==> src/cbb_pkg.sv <==
// Shared constants and types of the compare and compare-branch execute block.
package cbb_pkg;

	localparam int unsigned INSTR_W   = 24;
	localparam int unsigned DATA_W    = 16;
	localparam int unsigned REG_IDX_W = 4;
	localparam int unsigned ADDR_W    = 4;

	// Opcode prefixes held in instruction bits 23:15.
	localparam logic [8:0] OPC_COMPARE_WITH_BORROW = 9'h1C3;
	localparam logic [8:0] OPC_BRANCH_EQUAL        = 9'h1CF;
	localparam logic [8:0] OPC_BRANCH_GREATER      = 9'h1CC;
	localparam logic [8:0] OPC_BRANCH_LESS         = 9'h1CD;
	// Bits 9:7 of the compare-with-borrow word must be zero.
	localparam logic [2:0] BORROW_FIXED_ZERO       = 3'h0;

	// Source addressing modes in the p field.
	localparam logic [2:0] MODE_DIRECT    = 3'h0;
	localparam logic [2:0] MODE_INDIRECT  = 3'h1;
	localparam logic [2:0] MODE_POST_DEC  = 3'h2;
	localparam logic [2:0] MODE_POST_INC  = 3'h3;
	localparam logic [2:0] MODE_PRE_DEC   = 3'h4;
	localparam logic [2:0] MODE_PRE_INC   = 3'h5;

	// Pointer steps and branch scaling.
	localparam logic [DATA_W-1:0] STEP_BYTE    = 16'h0001;
	localparam logic [DATA_W-1:0] STEP_WORD    = 16'h0002;
	localparam logic [DATA_W-1:0] NEXT_WORD    = 16'h0002;
	localparam int unsigned       OFFSET_SHIFT = 1;

	// A taken compare-branch occupies five cycles in total.
	localparam int unsigned      BRANCH_TAKEN_CYCLES = 5;
	localparam logic [2:0]       STALL_AFTER_TAKEN   = 3'(BRANCH_TAKEN_CYCLES - 1);

	// Register port map.
	localparam logic [ADDR_W-1:0] REG_STATUS_WORD = 4'h0;
	localparam logic [ADDR_W-1:0] REG_LAST_TARGET = 4'h1;
	localparam logic [ADDR_W-1:0] REG_EXEC_STATE  = 4'h2;

	// Flag bit positions inside the status word.
	localparam int unsigned FLAG_C_POS  = 0;
	localparam int unsigned FLAG_Z_POS  = 1;
	localparam int unsigned FLAG_OVERFLOW_POS    = 2;
	localparam int unsigned FLAG_N_POS           = 3;
	localparam int unsigned FLAG_DIGIT_CARRY_POS = 8;

	// Values after reset.
	localparam logic [DATA_W-1:0] STATUS_RESET = 16'h0000;
	localparam logic [DATA_W-1:0] TARGET_RESET = 16'h0000;

	typedef enum logic [2:0] {
		CBB_OP_NONE   = 3'b000,
		CBB_OP_BORROW = 3'b001,
		CBB_OP_BEQ    = 3'b010,
		CBB_OP_BGT    = 3'b011,
		CBB_OP_BLT    = 3'b100
	} cbb_op_e;

	typedef struct packed {
		cbb_op_e              op;
		logic [REG_IDX_W-1:0] base_sel;
		logic                 byte_mode;
		logic [2:0]           src_mode;
		logic [5:0]           offset;
		logic [REG_IDX_W-1:0] src_sel;
	} cbb_decode_s;

	typedef struct packed {
		logic digit_carry_flag;
		logic negative;
		logic overflow_flag;
		logic zero;
		logic carry;
	} cbb_flags_s;

	typedef struct packed {
		logic                 valid;
		logic [REG_IDX_W-1:0] sel;
		logic [DATA_W-1:0]    value;
	} cbb_ptr_wb_s;

endpackage : cbb_pkg

==> src/cbb_exec.sv <==
// Decode and execute unit for compare-with-borrow and the compare-and-branch group.
`timescale 1ns/10ps
`default_nettype none

// Overview of operation
// - Compare-with-borrow updates flags, stores no difference.
// - Decode compare-with-borrow from its opcode pattern.
// - Base register direct; source direct or indirect.
// - Width bit: clear word, set byte.
// - Zero flag sticky: may clear, never set.
// - Branch-equal taken only on equal operands.
// - Branch-greater taken when base signed greater.
// - Branch-less taken when base signed less.
// - Taken: flush prefetch, load target, issue no-op.
// - Offset six-bit signed, sign-extended, counts words.
// - Fields w, s, n pick base, second, offset.
// - Not taken: next instruction runs, no flush.
// - Compare-branches store nothing, keep all flags.
// - One word; one cycle, five when taken.
module cbb_exec
	import cbb_pkg::*;
(
	input  wire logic                 clock,
	input  wire logic                 nrst,
	input  wire logic                 clock_en,
	input  wire logic                 instr_valid,
	input  wire logic [INSTR_W-1:0]   instr_word,
	input  wire logic [DATA_W-1:0]    instr_addr,
	input  wire logic [DATA_W-1:0]    base_operand_reg,
	input  wire logic [DATA_W-1:0]    source_operand_reg,
	input  wire logic [DATA_W-1:0]    second_operand_reg,
	input  wire logic [DATA_W-1:0]    src_pointer,
	input  wire logic [ADDR_W-1:0]    reg_addr,
	input  wire logic [DATA_W-1:0]    reg_wdata,
	input  wire logic                 reg_write,
	input  wire logic                 reg_read,
	output logic      [DATA_W-1:0]    reg_rdata,
	output logic      [DATA_W-1:0]    status_word,
	output logic                      busy,
	output logic                      claimed,
	output logic                      pc_load,
	output logic      [DATA_W-1:0]    pc_target,
	output logic                      flush_prefetch,
	output logic                      nop_issue,
	output var cbb_ptr_wb_s           ptr_wb
);

	cbb_decode_s       dec;
	cbb_flags_s        flags;
	cbb_flags_s        next_flags;
	logic              accept;
	logic              is_branch;
	logic              branch_cond;
	logic              take_branch;
	logic [2:0]        stall_count;
	logic [DATA_W-1:0] last_target;
	logic [DATA_W-1:0] next_target;
	logic [DATA_W-1:0] offset_ext;
	logic [DATA_W-1:0] next_pointer;
	logic              ptr_changes;

	// Operand views after width selection.
	logic [DATA_W-1:0] cmp_a;
	logic [DATA_W-1:0] cmp_b;
	logic              sign_a;
	logic              sign_b;
	logic [DATA_W:0]   diff;
	logic              diff_zero;
	logic              diff_sign;
	logic              carry_out;
	logic              digit_carry;
	logic [4:0]        nibble_sum;
	logic [8:0]        low_byte_sum;

	// Instructions are only taken once the stall of a taken branch has drained.
	assign accept = clock_en & instr_valid & (stall_count == 3'h0);

	// Field extraction and opcode match.
	always_comb begin
		dec.base_sel  = instr_word[14:11];
		dec.byte_mode = instr_word[10];
		dec.src_mode  = instr_word[6:4];
		dec.offset    = instr_word[9:4];
		dec.src_sel   = instr_word[3:0];
		case (instr_word[23:15])
			OPC_COMPARE_WITH_BORROW: begin
				if (instr_word[9:7] == BORROW_FIXED_ZERO) begin
					dec.op = CBB_OP_BORROW;
				end else begin
					dec.op = CBB_OP_NONE;
				end
			end
			OPC_BRANCH_EQUAL: begin
				dec.op = CBB_OP_BEQ;
			end
			OPC_BRANCH_GREATER: begin
				dec.op = CBB_OP_BGT;
			end
			OPC_BRANCH_LESS: begin
				dec.op = CBB_OP_BLT;
			end
			default: begin
				dec.op = CBB_OP_NONE;
			end
		endcase
	end

	// The borrow compare subtracts the source operand, the branches the second register.
	always_comb begin
		cmp_a = base_operand_reg;
		if (dec.op == CBB_OP_BORROW) begin
			cmp_b = source_operand_reg;
		end else begin
			cmp_b = second_operand_reg;
		end
		if (dec.byte_mode) begin
			cmp_a = {8'h00, base_operand_reg[7:0]};
			cmp_b = {8'h00, cmp_b[7:0]};
		end
	end

	// Subtraction as a + ~b + carry, so the carry out means no borrow.
	always_comb begin
		if (dec.op == CBB_OP_BORROW) begin
			diff = {1'b0, cmp_a} + {1'b0, ~cmp_b} + {16'h0000, flags.carry};
		end else begin
			diff = {1'b0, cmp_a} + {1'b0, ~cmp_b} + 17'h00001;
		end
		nibble_sum   = {1'b0, cmp_a[3:0]} + {1'b0, ~cmp_b[3:0]} + {4'h0, flags.carry};
		low_byte_sum = {1'b0, cmp_a[7:0]} + {1'b0, ~cmp_b[7:0]} + {8'h00, flags.carry};
		if (dec.byte_mode) begin
			diff_zero   = (diff[7:0] == 8'h00);
			diff_sign   = diff[7];
			carry_out   = low_byte_sum[8];
			digit_carry = nibble_sum[4];
			sign_a      = cmp_a[7];
			sign_b      = cmp_b[7];
		end else begin
			diff_zero   = (diff[15:0] == 16'h0000);
			diff_sign   = diff[15];
			carry_out   = diff[16];
			digit_carry = low_byte_sum[8];
			sign_a      = cmp_a[15];
			sign_b      = cmp_b[15];
		end
	end

	// Flag results of the borrow compare.
	always_comb begin
		next_flags = flags;
		if (dec.op == CBB_OP_BORROW) begin
			next_flags.carry            = carry_out;
			next_flags.digit_carry_flag = digit_carry;
			next_flags.negative         = diff_sign;
			// Signed overflow: operands of unlike sign and a result sign unlike the base.
			next_flags.overflow_flag    = (sign_a ^ sign_b) & (diff_sign ^ sign_a);
			// Zero can only fall; a zero result keeps whatever was there before.
			next_flags.zero             = flags.zero & diff_zero;
		end
	end

	// Branch conditions work on the width-selected operands.
	always_comb begin
		is_branch = 1'b0;
		branch_cond = 1'b0;
		case (dec.op)
			CBB_OP_BEQ: begin
				is_branch   = 1'b1;
				branch_cond = (cmp_a == cmp_b);
			end
			CBB_OP_BGT: begin
				is_branch = 1'b1;
				if (sign_a != sign_b) begin
					branch_cond = sign_b;
				end else begin
					branch_cond = (cmp_a > cmp_b);
				end
			end
			CBB_OP_BLT: begin
				is_branch = 1'b1;
				if (sign_a != sign_b) begin
					branch_cond = sign_a;
				end else begin
					branch_cond = (cmp_a < cmp_b);
				end
			end
			default: begin
				is_branch   = 1'b0;
				branch_cond = 1'b0;
			end
		endcase
	end

	assign take_branch = accept & is_branch & branch_cond;

	// Target is the word after the branch plus the sign-extended offset in words.
	always_comb begin
		offset_ext  = {{(DATA_W-6){dec.offset[5]}}, dec.offset};
		next_target = instr_addr + NEXT_WORD + (offset_ext << OFFSET_SHIFT);
	end

	// Pointer writeback for the post and pre modifying source modes; steps follow operand width.
	always_comb begin
		next_pointer = src_pointer;
		ptr_changes  = 1'b0;
		case (dec.src_mode)
			MODE_POST_INC, MODE_PRE_INC: begin
				ptr_changes  = 1'b1;
				next_pointer = src_pointer + (dec.byte_mode ? STEP_BYTE : STEP_WORD);
			end
			MODE_POST_DEC, MODE_PRE_DEC: begin
				ptr_changes  = 1'b1;
				next_pointer = src_pointer - (dec.byte_mode ? STEP_BYTE : STEP_WORD);
			end
			MODE_DIRECT, MODE_INDIRECT: begin
				ptr_changes  = 1'b0;
				next_pointer = src_pointer;
			end
			default: begin
				ptr_changes  = 1'b0;
				next_pointer = src_pointer;
			end
		endcase
	end

	// Flag storage; a compare-with-borrow in flight wins over a software write.
	always_ff @(posedge clock) begin
		if (!nrst) begin
			flags <= cbb_flags_s'(5'h00);
		end else if (clock_en) begin
			if (accept && dec.op == CBB_OP_BORROW) begin
				flags <= next_flags;
			end else if (reg_write && reg_addr == REG_STATUS_WORD) begin
				flags.carry            <= reg_wdata[FLAG_C_POS];
				flags.zero             <= reg_wdata[FLAG_Z_POS];
				flags.overflow_flag    <= reg_wdata[FLAG_OVERFLOW_POS];
				flags.negative         <= reg_wdata[FLAG_N_POS];
				flags.digit_carry_flag <= reg_wdata[FLAG_DIGIT_CARRY_POS];
			end
			// Compare-branches leave the flags as they were.
		end
	end

	// Status word output mirrors the flags one cycle after they change.
	always_ff @(posedge clock) begin
		if (!nrst) begin
			status_word <= STATUS_RESET;
		end else if (clock_en) begin
			status_word                 <= STATUS_RESET;
			status_word[FLAG_C_POS]     <= flags.carry;
			status_word[FLAG_Z_POS]     <= flags.zero;
			status_word[FLAG_OVERFLOW_POS]    <= flags.overflow_flag;
			status_word[FLAG_N_POS]           <= flags.negative;
			status_word[FLAG_DIGIT_CARRY_POS] <= flags.digit_carry_flag;
		end
	end

	// Redirect, flush and no-op slot for a taken branch.
	always_ff @(posedge clock) begin
		if (!nrst) begin
			pc_load        <= 1'b0;
			pc_target      <= TARGET_RESET;
			flush_prefetch <= 1'b0;
			nop_issue      <= 1'b0;
			last_target    <= TARGET_RESET;
		end else if (clock_en) begin
			pc_load        <= take_branch;
			flush_prefetch <= take_branch;
			nop_issue      <= take_branch;
			if (take_branch) begin
				pc_target   <= next_target;
				last_target <= next_target;
			end
		end
	end

	// A taken branch holds off new instructions for four more cycles.
	always_ff @(posedge clock) begin
		if (!nrst) begin
			stall_count <= 3'h0;
			busy        <= 1'b0;
		end else if (clock_en) begin
			if (take_branch) begin
				stall_count <= STALL_AFTER_TAKEN;
				busy        <= 1'b1;
			end else if (stall_count != 3'h0) begin
				stall_count <= stall_count - 3'h1;
				busy        <= (stall_count != 3'h1);
			end else begin
				busy <= 1'b0;
			end
		end
	end

	// Claim pulse tells the core this block executed the word; a miss stays with the core.
	always_ff @(posedge clock) begin
		if (!nrst) begin
			claimed <= 1'b0;
		end else if (clock_en) begin
			claimed <= accept & (dec.op != CBB_OP_NONE);
		end
	end

	// Pointer update request for post and pre modifying source modes.
	always_ff @(posedge clock) begin
		if (!nrst) begin
			ptr_wb <= '0;
		end else if (clock_en) begin
			ptr_wb.valid <= accept & (dec.op == CBB_OP_BORROW) & ptr_changes;
			if (accept && dec.op == CBB_OP_BORROW && ptr_changes) begin
				ptr_wb.sel   <= dec.src_sel;
				ptr_wb.value <= next_pointer;
			end
		end
	end

	// Read data stands in the cycle after the read strobe only.
	always_ff @(posedge clock) begin
		if (!nrst) begin
			reg_rdata <= 16'h0000;
		end else if (clock_en) begin
			reg_rdata <= 16'h0000;
			if (reg_read) begin
				case (reg_addr)
					REG_STATUS_WORD: begin
						reg_rdata[FLAG_C_POS]  <= flags.carry;
						reg_rdata[FLAG_Z_POS]  <= flags.zero;
						reg_rdata[FLAG_OVERFLOW_POS]    <= flags.overflow_flag;
						reg_rdata[FLAG_N_POS]           <= flags.negative;
						reg_rdata[FLAG_DIGIT_CARRY_POS] <= flags.digit_carry_flag;
					end
					REG_LAST_TARGET: begin
						reg_rdata <= last_target;
					end
					REG_EXEC_STATE: begin
						reg_rdata <= {13'h0000, stall_count};
					end
					default: begin
						reg_rdata <= 16'h0000;
					end
				endcase
			end
		end
	end

endmodule : cbb_exec

`default_nettype wire

==> config.mk <==
export PLATFORM = sky130hd
export DESIGN_NAME = cbb_exec
export DESIGN_NICKNAME = d
export VERILOG_FILES = /design/src/cbb_pkg.sv /design/src/cbb_exec.sv
export SDC_FILE = /design/constraint.sdc
export NUM_CORES = 1
export LEC_CHECK = 0
export BUFFER_PORTS_ARGS = -buffer_cell sky130_fd_sc_hd__buf_2
export CAP_MARGIN = 25
export CORE_MARGIN = 1.5
export CORE_UTILIZATION = 35
export CTS_CLUSTER_DIAMETER = 30
export DETAILED_ROUTE_END_ITERATION = 10
export GPL_ROUTABILITY_DRIVEN = 0
export PLACE_DENSITY = 0.58
export SETUP_SLACK_MARGIN = 0.05
export SYNTH_ARGS = -nofsm -noshare
export SYNTH_HDL_FRONTEND = slang
export SYNTH_SLANG_ARGS = --single-unit
==> constraint.sdc <==
create_clock -name clock -period 6.49 [get_ports clock]
set_clock_uncertainty 0.1 [all_clocks]
set_input_delay 0.649 -clock clock [delete_from_list [all_inputs] [get_ports clock]]
set_output_delay 0.649 -clock clock [all_outputs]
set_load 0.1 [all_outputs]
==> flow_summary_export.csv, run 1 <==
group,metric,value,unit
outcome,status,"complete, no violations",
synth,ys_types,83,
synth,synth_edf_count,0,
die,dieArea,19690,µm²
detailed_routing,drt_first_pass_iters,5,
sta,relSlewSlack,36.71,%
worst_setup_path,start_kind,"primary input",
clocking,cts_resized,0,
clocking,cts_hold_buffers,0,
synth,syn-cell-area,6600,µm²
die,io_pins,204,
sta,setup_violations,0,
synth,synth_warnings,0,
flow_run,drv_cap,0,
clocking,cts_tree,"done",
sta,timing.fmax,0.1866,GHz
worst_setup_path,required,6.62,ns
global_routing,antenna_found_initial,0,
clocking,clock_tree.buffer_depth,2,
detailed_routing,drt_iter0_markers,331,
detailed_routing,post_drt_wl_per_cell,14.77,µm
worst_setup_path,crit_family,"simple AND/OR/NAND/NOR gates",
die,coreArea,18580,µm²
global_routing,grt_usage,18.59,%
clocking,cts_buffers,9,
global_routing,grt-busiest-layer,"met2",
finish,nets,1207,
sta,hold_violations,0,
worst_setup_path,crit_slowest_cell,"or4_4",
die,core.rowCount,50,
synth,ys_ff_latch,69,
detailed_routing,drc,0,
finish,final_common_cell,"buf_2",
detailed_routing,vias,6551,
worst_setup_path,worstSetupEndpointType,"register",
global_routing,grt_max_degree,37,
synth,synthFlopType,"dfxtp_1",
finish,area_delta_synth_final,20.06,%
power_and_ir_drop,power_leakage,3.634,nW
finish,finish.instance_area,7924,µm²
worst_setup_path,critical_path_arrival,5.49,ns
global_routing,grt_pass1_wl,29990,µm
detailed_routing,ant_nets,0,
place,dp.final_hpwl,14510,µm
detailed_routing,viasPerCell,5.258,
finish,fin_util,42.65,%
worst_setup_path,worst-path-buf-inv,2,
finish,final_cell_mix,"buf_2 (177), nand2_1 (103), a21oi_1 (75), dfxtp_1 (69), ha_1 (66)",
sta,slew_violations,0,
synth,postSynthAreaPerCell,7.737,µm²
global_routing,use_met1,25.16,%
finish,nFillCells,1925,
worst_setup_path,critPathKind,"primary input to register",
worst_setup_path,cp_cell_sequence,"buf_2 -> nor4_1 -> and3_1 -> and2_1 -> mux2i_1 -> ha_1 -> inv_1 -> fa_1 -> and2b_1 -> o21ai_0 -> xnor2_1 -> nand4_1 -> or4_4 -> nor3_4 -> a31oi_1 -> o311a_1 -> a2111oi_2",
synth,yosysSeqAreaShare,20.93,%
die,fp.dieW,140.3,µm
power_and_ir_drop,power_density,199.7,nW/µm²
sta,holdWs,0.3446,ns
place,port_buffers,177,
worst_setup_path,cp_max_fo,7,
clocking,insertion_delay,0.33,ns
clocking,cts_sinks,69,
sta,fin_crit_sh,82.56,%
die,start_util,35.52,%
sta,tightestPinTransition,0.9459,ns
sta,period_needed,5.358,ns
clocking,clk_pin_slew_worst_paths,0.06,ns
sta,rsz0062_at_grt,"false",
synth,synthCells,853,
clocking,htreeDepth,3,
place,place_area,7587,µm²
die,fp.dieH,140.3,µm
synth,ys_async_sr_fraction,0,%
clocking,post-cts-setup-buffers,0,
global_routing,grt_use_met2,31.84,%
worst_hold_path,min_path_type,"register to register",
detailed_routing,routed_wl,18400,µm
sta,tns,0,ns
clocking,root_buffer,"clkbuf_16",
power_and_ir_drop,ir_drop,144.5,µV
global_routing,first_global_vias,6067,
global_routing,grt_util_met3,2.974,%
global_routing,grt_overflow,0,
finish,diodes,0,
finish,drive_gt1_share,23.42,%
worst_setup_path,cpPeakStageDelay,0.54,ns
## cell type report
type                            count  area (µm²)  area share [%]
Timing Repair Buffer              182       923.4           11.65
Tap cell                          234       292.8           3.695
Sequential cell                    69        1381           17.43
Multi-Input combinational cell    707        4843           61.12
Clock buffer                        9       225.2           2.842
Inverter                           39       146.4           1.847
Clock inverter                      6       111.4           1.405
## worst paths after layout
kind / cells past startpoint / end / slack [ns] / startpoint
setup / recovery: 17 / flags[0] / 1.13 / instr_word[17]
hold / removal: 2 / ptr_wb[5] / 0.34 / ptr_wb[5]
setup reg to reg: 12 / flags[2] / 3.48 / flags[0]
hold reg to reg: 2 / ptr_wb[5] / 0.34 / ptr_wb[5]
## metal layers
layer	wire (µm)	vias to the layer above
met5	0	-
met4	65	0
met3	944	11
met2	8476	179
met1	8915	2989
li1	-	3372
## where the power goes
part / total, mW / internal (mW) / switching [mW] / leakage (nW)
Clock: 0.562 / 0.374 / 0.188 / 0.162
Sequential: 0.449 / 0.435 / 0.0141 / 0.557
Combinational: 0.571 / 0.221 / 0.351 / 2.92
Total: 1.58 / 1.03 / 0.553 / 3.63
## cells by family after synthesis
group                      synth area share (%)
buffers and inverters                     6.256
and+or+nand+nor                           24.85
AOI/OAI and AO/OA                         22.31
muxes                                     6.730
DFF                                       20.93
xor gates and xnor gates                  5.441
adders and majority gates                 13.42
other                                   0.05682
## synth_stat cells (all sizes together) (4+ instances only)
cell / n / share of area, %
nand2: 103 / 5.9
a21oi: 76 / 5.8
dfxtp: 69 / 21
ha: 66 / 13
nor2: 58 / 3.3
inv: 38 / 2.2
o21ai: 35 / 2.7
mux2i: 32 / 4.9
nor2b: 30 / 2.8
buf: 27 / 2.8
xnor2: 27 / 3.6
nand3: 23 / 1.7
clkbuf: 21 / 1.2
nor3: 18 / 1.5
a21o: 16 / 1.9
xor2: 14 / 1.9
a211oi: 13 / 1.5
and2: 12 / 1.1
nand4: 12 / 1.1
or2: 12 / 1.1
nand2b: 11 / 1.0
or3: 11 / 1.0
o31ai: 10 / 1.1
a31oi: 9 / 0.85
and3: 9 / 0.89
and4: 9 / 1.2
mux2: 9 / 1.5
a2111oi: 7 / 1.0
o21a: 6 / 0.68
o211ai: 5 / 0.64
o22ai: 5 / 0.47
nor4: 4 / 0.47
o311ai: 4 / 0.64
## worst register-to-register path: cells and delay by family (launching register included)
| family | cells | cell delay, ns |
|---|---|---|
| buffers and inverters | 1 | 0.09 |
| AO/OA/AOI/OAI | 3 | 0.81 |
| flip-flops | 1 | 0.41 |
| AND/OR/NAND/NOR | 5 | 0.94 |
| multiplexers | 2 | 0.42 |
| adder cells (fa/ha/maj) | 1 | 0.16 |
## metrics by stage
| stage | setup WS (ns) | power [mW] | cells |
|---|---|---|---|
| 5_1_grt | 0.8125 | 1.682 | 1246 |
| 6_report | 1.132 | 1.582 | 1246 |
| 3_5_place_dp | 0.7782 | 1.025 | 1231 |
| 3_3_place_gp | 0.8061 | 1.025 | 1231 |
| 4_1_cts | 1.117 | 1.597 | 1246 |
| 2_1_floorplan | 1.234 | 0.9039 | 863 |
## flip-flops by register name (all words and copies together), names as in the netlist
signal and count:
ptr_wb 21, last_target 16, reg_rdata 16, flags 5, status_word 5, stall_count 3
busy 1, claimed 1, nop_issue 1
No activity file was read; power rests on OpenSTA's default activity.
==> run 2: changes to the inputs <==
--- a/config.mk
+++ b/config.mk
@@ -5,6 +5,7 @@
 export SDC_FILE = /design/constraint.sdc
 export NUM_CORES = 1
 export LEC_CHECK = 0
+export ABC_AREA = 1
 export BUFFER_PORTS_ARGS = -buffer_cell sky130_fd_sc_hd__buf_2
 export CAP_MARGIN = 25
 export CORE_MARGIN = 1.5
@@ -12,7 +13,7 @@
 export CTS_CLUSTER_DIAMETER = 30
 export DETAILED_ROUTE_END_ITERATION = 10
 export GPL_ROUTABILITY_DRIVEN = 0
-export PLACE_DENSITY = 0.58
+export PLACE_DENSITY = 0.61
 export SETUP_SLACK_MARGIN = 0.05
 export SYNTH_ARGS = -nofsm -noshare
 export SYNTH_HDL_FRONTEND = slang
==> constraint.sdc (replaced) <==
create_clock -name clock -period 4.8 [get_ports clock]
set_clock_uncertainty 0.1 [all_clocks]
set_input_delay 0.48 -clock clock [delete_from_list [all_inputs] [get_ports clock]]
set_output_delay 0.48 -clock clock [all_outputs]
set_load 0.1 [all_outputs]
==> flow_summary_export.csv, run 2 <==
group,metric,value,unit
detailed_routing,routed_wl,18710,µm
worst_setup_path,worst-path-buf-inv,5,
synth,synth_edf_count,0,
global_routing,grt_usage,19.52,%
global_routing,grt_max_degree,48,
detailed_routing,ant_nets,0,
sta,slew_violations,0,
worst_setup_path,crit_start,"instr_word[9]",
global_routing,grt_pass1_wl,30870,µm
synth,postSynthAreaPerCell,6.409,µm²
die,fp.dieW,138.1,µm
detailed_routing,vias,6796,
clocking,cts_resized,0,
synth,ys_ff_latch,69,
worst_setup_path,crit_top_cell,"nand2_1",
power_and_ir_drop,switching_share,38.50,%
synth,syn-cell-area,6390,µm²
finish,final_common_cell,"nand2_1",
worst_setup_path,worstSetupEndpointType,"register",
detailed_routing,drt_first_pass_iters,5,
synth,ys_async_sr_fraction,0,%
worst_setup_path,cp-endpoint,"flags[1]",
sta,tightestPinTransition,0.8058,ns
sta,fin_crit_sh,82.53,%
worst_setup_path,regToRegEndpoint,"ptr_wb[12]",
detailed_routing,post_drt_wl_per_cell,13.33,µm
finish,regMostFlops,"ptr_wb",
finish,finish.instance_area,7744,µm²
clocking,insertion_delay,0.34,ns
sta,relSlewSlack,46.22,%
die,io_pins,204,
power_and_ir_drop,switching_power,0.7670,mW
place,dp.final_hpwl,15290,µm
global_routing,first_global_vias,6295,
clocking,cts_hold_buffers,0,
clocking,cts_tree,"done",
worst_setup_path,crit_family,"simple AND/OR/NAND/NOR gates",
outcome,status,"complete, no violations",
worst_setup_path,r2r_cells,12,
die,core.rowCount,49,
synth,synthFlopType,"dfxtp_1",
synth,synth.area.top_cells,"dfxtp_1 (22%), nand2_1 (14%), ha_1 (13%)",
worst_setup_path,required,4.97,ns
worst_setup_path,critical_path_arrival,4.14,ns
finish,final_cell_mix,"nand2_1 (234), buf_2 (177), inv_1 (110), nor2_1 (108), a21oi_1 (93)",
synth,yosysMostFrequentCell,"nand2_1",
detailed_routing,drc,0,
synth,synth_top_cell_by_area,"dfxtp_1",
die,fp.dieH,138.1,µm
sta,tns,0,ns
power_and_ir_drop,power_density,257.3,nW/µm²
die,start_util,35.69,%
clocking,root_buffer,"clkbuf_16",
clocking,post-cts-setup-buffers,0,
power_and_ir_drop,p_clk_share,31.9,%
worst_setup_path,worst-path-stages,25,
die,dieArea,19080,µm²
clocking,clock_tree.buffer_depth,2,
worst_setup_path,rrSetupSlack,2.29,ns
global_routing,grt_overflow,0,
worst_setup_path,critPathKind,"primary input to register",
synth,yosysSeqAreaShare,21.62,%
worst_setup_path,cpPeakStageDelay,0.43,ns
sta,period_needed,3.961,ns
worst_setup_path,cp_max_fo,12,
synth,synth_top_cell_area_share,21.62,%
finish,nets,1368,
clocking,htreeDepth,3,
global_routing,antenna_found_initial,3,
sta,hold_violations,0,
worst_setup_path,crit_slowest_cell,"fa_1",
power_and_ir_drop,ir_drop,176.3,µV
finish,reg.largest.list,"ptr_wb (21), last_target (16), reg_rdata (16)",
power_and_ir_drop,power,1.992,mW
finish,largest_register_ffs,21,
worst_setup_path,r2r_start,"stall_count[0]",
sta,timing.fmax,0.2524,GHz
clocking,cts_sinks,69,
worst_hold_path,hold_start,"instr_word[0]",
flow_run,drv_cap,0,
sta,rsz0062_at_grt,"false",
power_and_ir_drop,seqPwrFrac,30.4,%
power_and_ir_drop,pwr-share-comb,37.6,%
worst_setup_path,start_kind,"primary input",
sta,setup_violations,0,
synth,synth_warnings,0,
power_and_ir_drop,p_int,1.225,mW
worst_hold_path,min_path_type,"primary input to register",
finish,area_delta_synth_final,21.19,%
place,port_buffers,177,
finish,drive_gt1_share,21.29,%
clocking,clk_pin_slew_worst_paths,0.06,ns
clocking,cts_buffers,9,
power_and_ir_drop,power_leakage,4.135,nW
detailed_routing,drt_iter0_markers,309,
detailed_routing,viasPerCell,4.840,
synth,synth_common_cells,"nand2_1 (234), inv_1 (110), nor2_1 (108), a21oi_1 (93), dfxtp_1 (69)",
die,coreArea,17900,µm²
place,place_area,7453,µm²
finish,nFillCells,1922,
synth,ys_types,46,
synth,synthCells,997,
-- run 2: tightest hold or removal path: stages --
cell and delay (ns):
buf_2 0.07, nor2_1 0.03, nor2_1 0.08
-- run 2: logic make-up after synthesis --
kind of cell / Yosys count / share of synthesized area (%)
AND/OR/NAND/NOR: 473 / 32.41
AO/OA/AOI/OAI: 193 / 16.62
buffers and inverters: 157 / 10.51
adder cells (fa/ha/maj): 69 / 13.86
flip-flops: 69 / 21.62
XOR/XNOR: 29 / 3.975
multiplexers: 6 / 0.9399
other: 1 / 0.05869
-- run 2: cell type report --
cell class,count,area [µm²],share of cell area (%)
Antenna cell,1,2.502,0.03232
Clock buffer,11,252.7,3.264
Clock inverter,5,35.03,0.4524
Inverter,122,457.9,5.914
Multi-Input combinational cell,781,4374,56.49
Sequential cell,69,1381,17.84
Tap cell,229,286.5,3.700
Timing Repair Buffer,186,953.4,12.31
-- run 2: power groups by stage --
| stage | sequential, mW | clock (mW) | combinational (mW) |
|---|---|---|---|
| final | 0.607 | 0.636 | 0.750 |
| after global routing | 0.609 | 0.680 | 0.852 |
| after CTS | 0.606 | 0.651 | 0.750 |
| after detailed placement | 0.619 | 0 | 0.745 |
| after global placement | 0.618 | 0 | 0.738 |
| after floorplan | 0.655 | 0 | 0.534 |
-- run 2: worst min-delay path by stage --
stage	to	slack (ns)	cells past startpoint
finish	ptr_wb[16]	0.26	3
global route	ptr_wb[18]	0.26	3
CTS	ptr_wb[16]	0.26	3
detailed placement	ptr_wb[2]	0.35	2
global placement	ptr_wb[2]	0.33	2
floorplan	status_word[8]	0.35	2
-- run 2: metrics by stage --
step | setup WS (ns) | hold slack, ns | instances | utilization, %
6_report | 0.8387 | 0.2648 | 1404 | 43.26
5_1_grt | 0.3679 | 0.2629 | 1404 | 43.26
4_1_cts | 0.7974 | 0.2568 | 1403 | 43.24
3_5_place_dp | 0.4586 | 0.3460 | 1387 | 41.63
3_3_place_gp | 0.4905 | 0.3348 | 1387 | 41.63
2_1_floorplan | 1.217 | 0.3505 | 1007 | -
-- run 2: metal layers --
layer	wire length, µm	GRT usage, %	up-vias
li1	-	-	3604
met5	26	0	-
met2	8276	31.11	161
met1	8849	25.75	3008
met3	1315	5.785	19
met4	244	5.152	4
==> run 3: changes to the inputs <==
--- a/config.mk
+++ b/config.mk
@@ -13,7 +13,7 @@
 export CTS_CLUSTER_DIAMETER = 30
 export DETAILED_ROUTE_END_ITERATION = 10
 export GPL_ROUTABILITY_DRIVEN = 0
-export PLACE_DENSITY = 0.61
+export PLACE_DENSITY = 0.59
 export SETUP_SLACK_MARGIN = 0.05
 export SYNTH_ARGS = -nofsm -noshare
 export SYNTH_HDL_FRONTEND = slang
==> constraint.sdc (replaced) <==
create_clock -name clock -period 3.7 [get_ports clock]
set_clock_uncertainty 0.1 [all_clocks]
set_input_delay 0.37 -clock clock [delete_from_list [all_inputs] [get_ports clock]]
set_output_delay 0.37 -clock clock [all_outputs]
set_load 0.1 [all_outputs]
==> flow_summary_export.csv, run 3 (synthesis gave the netlist of run 2 again) <==
group,metric,value,unit
clocking,cts_buffers,9,
sta,tns,0,ns
sta,period_needed,3.487,ns
place,port_buffers,177,
sta,fin_crit_sh,94.23,%
global_routing,grt_max_degree,48,
detailed_routing,post_drt_wl_per_cell,13.12,µm
clocking,clk_pin_slew_worst_paths,0.06,ns
detailed_routing,drt_first_pass_iters,5,
clocking,insertion_delay,0.34,ns
finish,final_common_cell,"nand2_1",
sta,rsz0062_at_grt,"true",
power_and_ir_drop,power_density,328.0,nW/µm²
finish,area_delta_synth_final,31.82,%
die,core.rowCount,49,
detailed_routing,viasPerCell,4.771,
worst_setup_path,required,3.87,ns
clocking,htreeDepth,3,
sta,setup_violations,0,
place,place_area,7969,µm²
detailed_routing,ant_nets,0,
die,start_util,35.69,%
power_and_ir_drop,power_leakage,4.486,nW
finish,regArea,1381,µm²
detailed_routing,drc,0,
finish,fin_util,47.05,%
clocking,root_buffer,"clkbuf_16",
die,coreArea,17900,µm²
sta,tightestPinTransition,0.9341,ns
sta,relSlewSlack,37.50,%
worst_setup_path,worstSetupEndpointType,"register",
sta,holdWs,0.1646,ns
finish,multi_input_area,4486,µm²
finish,drive_gt1_share,27.76,%
place,preCtsSetupSlack,-0.2165,ns
global_routing,grt_pass1_wl,31460,µm
place,dp.final_hpwl,15870,µm
die,io_pins,204,
detailed_routing,vias,7027,
finish,nFillCells,1894,
clocking,cts_tree,"done",
outcome,status,"complete, no violations",
clocking,clock_tree.buffer_depth,2,
clocking,cts_sinks,69,
sta,hold_violations,0,
sta,slew_violations,0,
finish,regMostFlops,"ptr_wb",
worst_setup_path,start_kind,"primary input",
sta,timing.fmax,0.2868,GHz
power_and_ir_drop,power,2.763,mW
global_routing,grt_usage,19.84,%
worst_hold_path,min_path_type,"primary input to register",
detailed_routing,routed_wl,19330,µm
finish,reg.largest.list,"ptr_wb (21), last_target (16), reg_rdata (16)",
die,fp.dieW,138.1,µm
worst_setup_path,critPathKind,"primary input to register",
die,dieArea,19080,µm²
sta,setup_slack,0.2135,ns
finish,finish.instance_area,8423,µm²
finish,nets,1437,
clocking,cts_hold_buffers,0,
worst_setup_path,cp_max_fo,3,
power_and_ir_drop,ir_drop,223.5,µV
global_routing,antenna_found_initial,2,
place,dpl.cell_count,1452,
detailed_routing,drt_iter0_markers,294,
worst_setup_path,critical_path_arrival,3.65,ns
global_routing,grt_overflow,0,
finish,final_cells,1473,
flow_run,drv_cap,0,
finish,largest_register_ffs,21,
die,fp.dieH,138.1,µm
finish,final_cell_mix,"nand2_1 (230), buf_2 (176), inv_1 (104), nor2_1 (101), a21oi_1 (93)",
global_routing,first_global_vias,6631,
run 3: cell types whose count changed in the layout (fill, tap and decap cells not counted), moves of 3 or more:
cell,previous run,this run
buf_4,9,76
inv_2,11,18
nor2_1,108,101
inv_1,110,104
nor2_2,5,10
nand2_1,234,230
nand2_2,15,18
run 3: repair_timing:
| action | in CTS | in global routing |
|---|---|---|
| setup endpoints to repair | 0 | 25 |
| resized for setup | 0 | 34 |
| setup buffers | 0 | 4 |
| endpoints found under the hold margin | 0 | 0 |
run 3: cell type report:
| class | instances | share of cell area, % |
|---|---|---|
| Clock inverter | 6 | 0.8021 |
| Timing Repair Buffer | 255 | 17.84 |
| Antenna cell | 1 | 0.02971 |
| Multi-Input combinational cell | 781 | 53.25 |
| Clock buffer | 10 | 2.837 |
| Inverter | 122 | 5.437 |
| Tap cell | 229 | 3.402 |
| Sequential cell | 69 | 16.40 |
run 3: final timing paths:
kind              depth (start not counted)           start  slack, ns         end
hold reg to reg                           2       ptr_wb[2]       0.35   ptr_wb[2]
setup / recovery                         26  instr_word[20]       0.21    flags[1]
hold / removal                            3   instr_word[1]       0.16  ptr_wb[17]
setup reg to reg                         15        flags[0]       1.27    flags[1]
run 3: report_power, final:
part           switching [mW]  leakage (nW)  internal [mW]
sequential             0.0195         0.557          0.767
combinational           0.667          3.78          0.423
clock                   0.342         0.146          0.543
run 3: critical path, cell delays in order:
cell and delay, ns:
buf_2 0.12, nor2_4 0.08, nand3_2 0.11, inv_2 0.09, nand3_2 0.08, nor4_2 0.24, buf_4 0.17, nand2_2 0.05
nand2_2 0.06, inv_2 0.05, ha_4 0.15, inv_2 0.05, fa_1 0.43, inv_2 0.09, ha_4 0.13, inv_2 0.03
nor2_2 0.09, nand3_1 0.11, nor2_1 0.14, nand2_2 0.10, buf_4 0.14, buf_4 0.12, xor2_1 0.13, nor4_1 0.26
nand2_1 0.11, a21oi_2 0.14
run 3: routing by layer:
layer  global-route usage (%)  part of all wire (%)  vias up
li1                         -                     -     3752
met1                    24.74                    47     3111
met2                    34.72                    47      142
met3                    4.122                   4.6       20
met4                    5.152                   1.4        2
met5                        0                 0.057        -
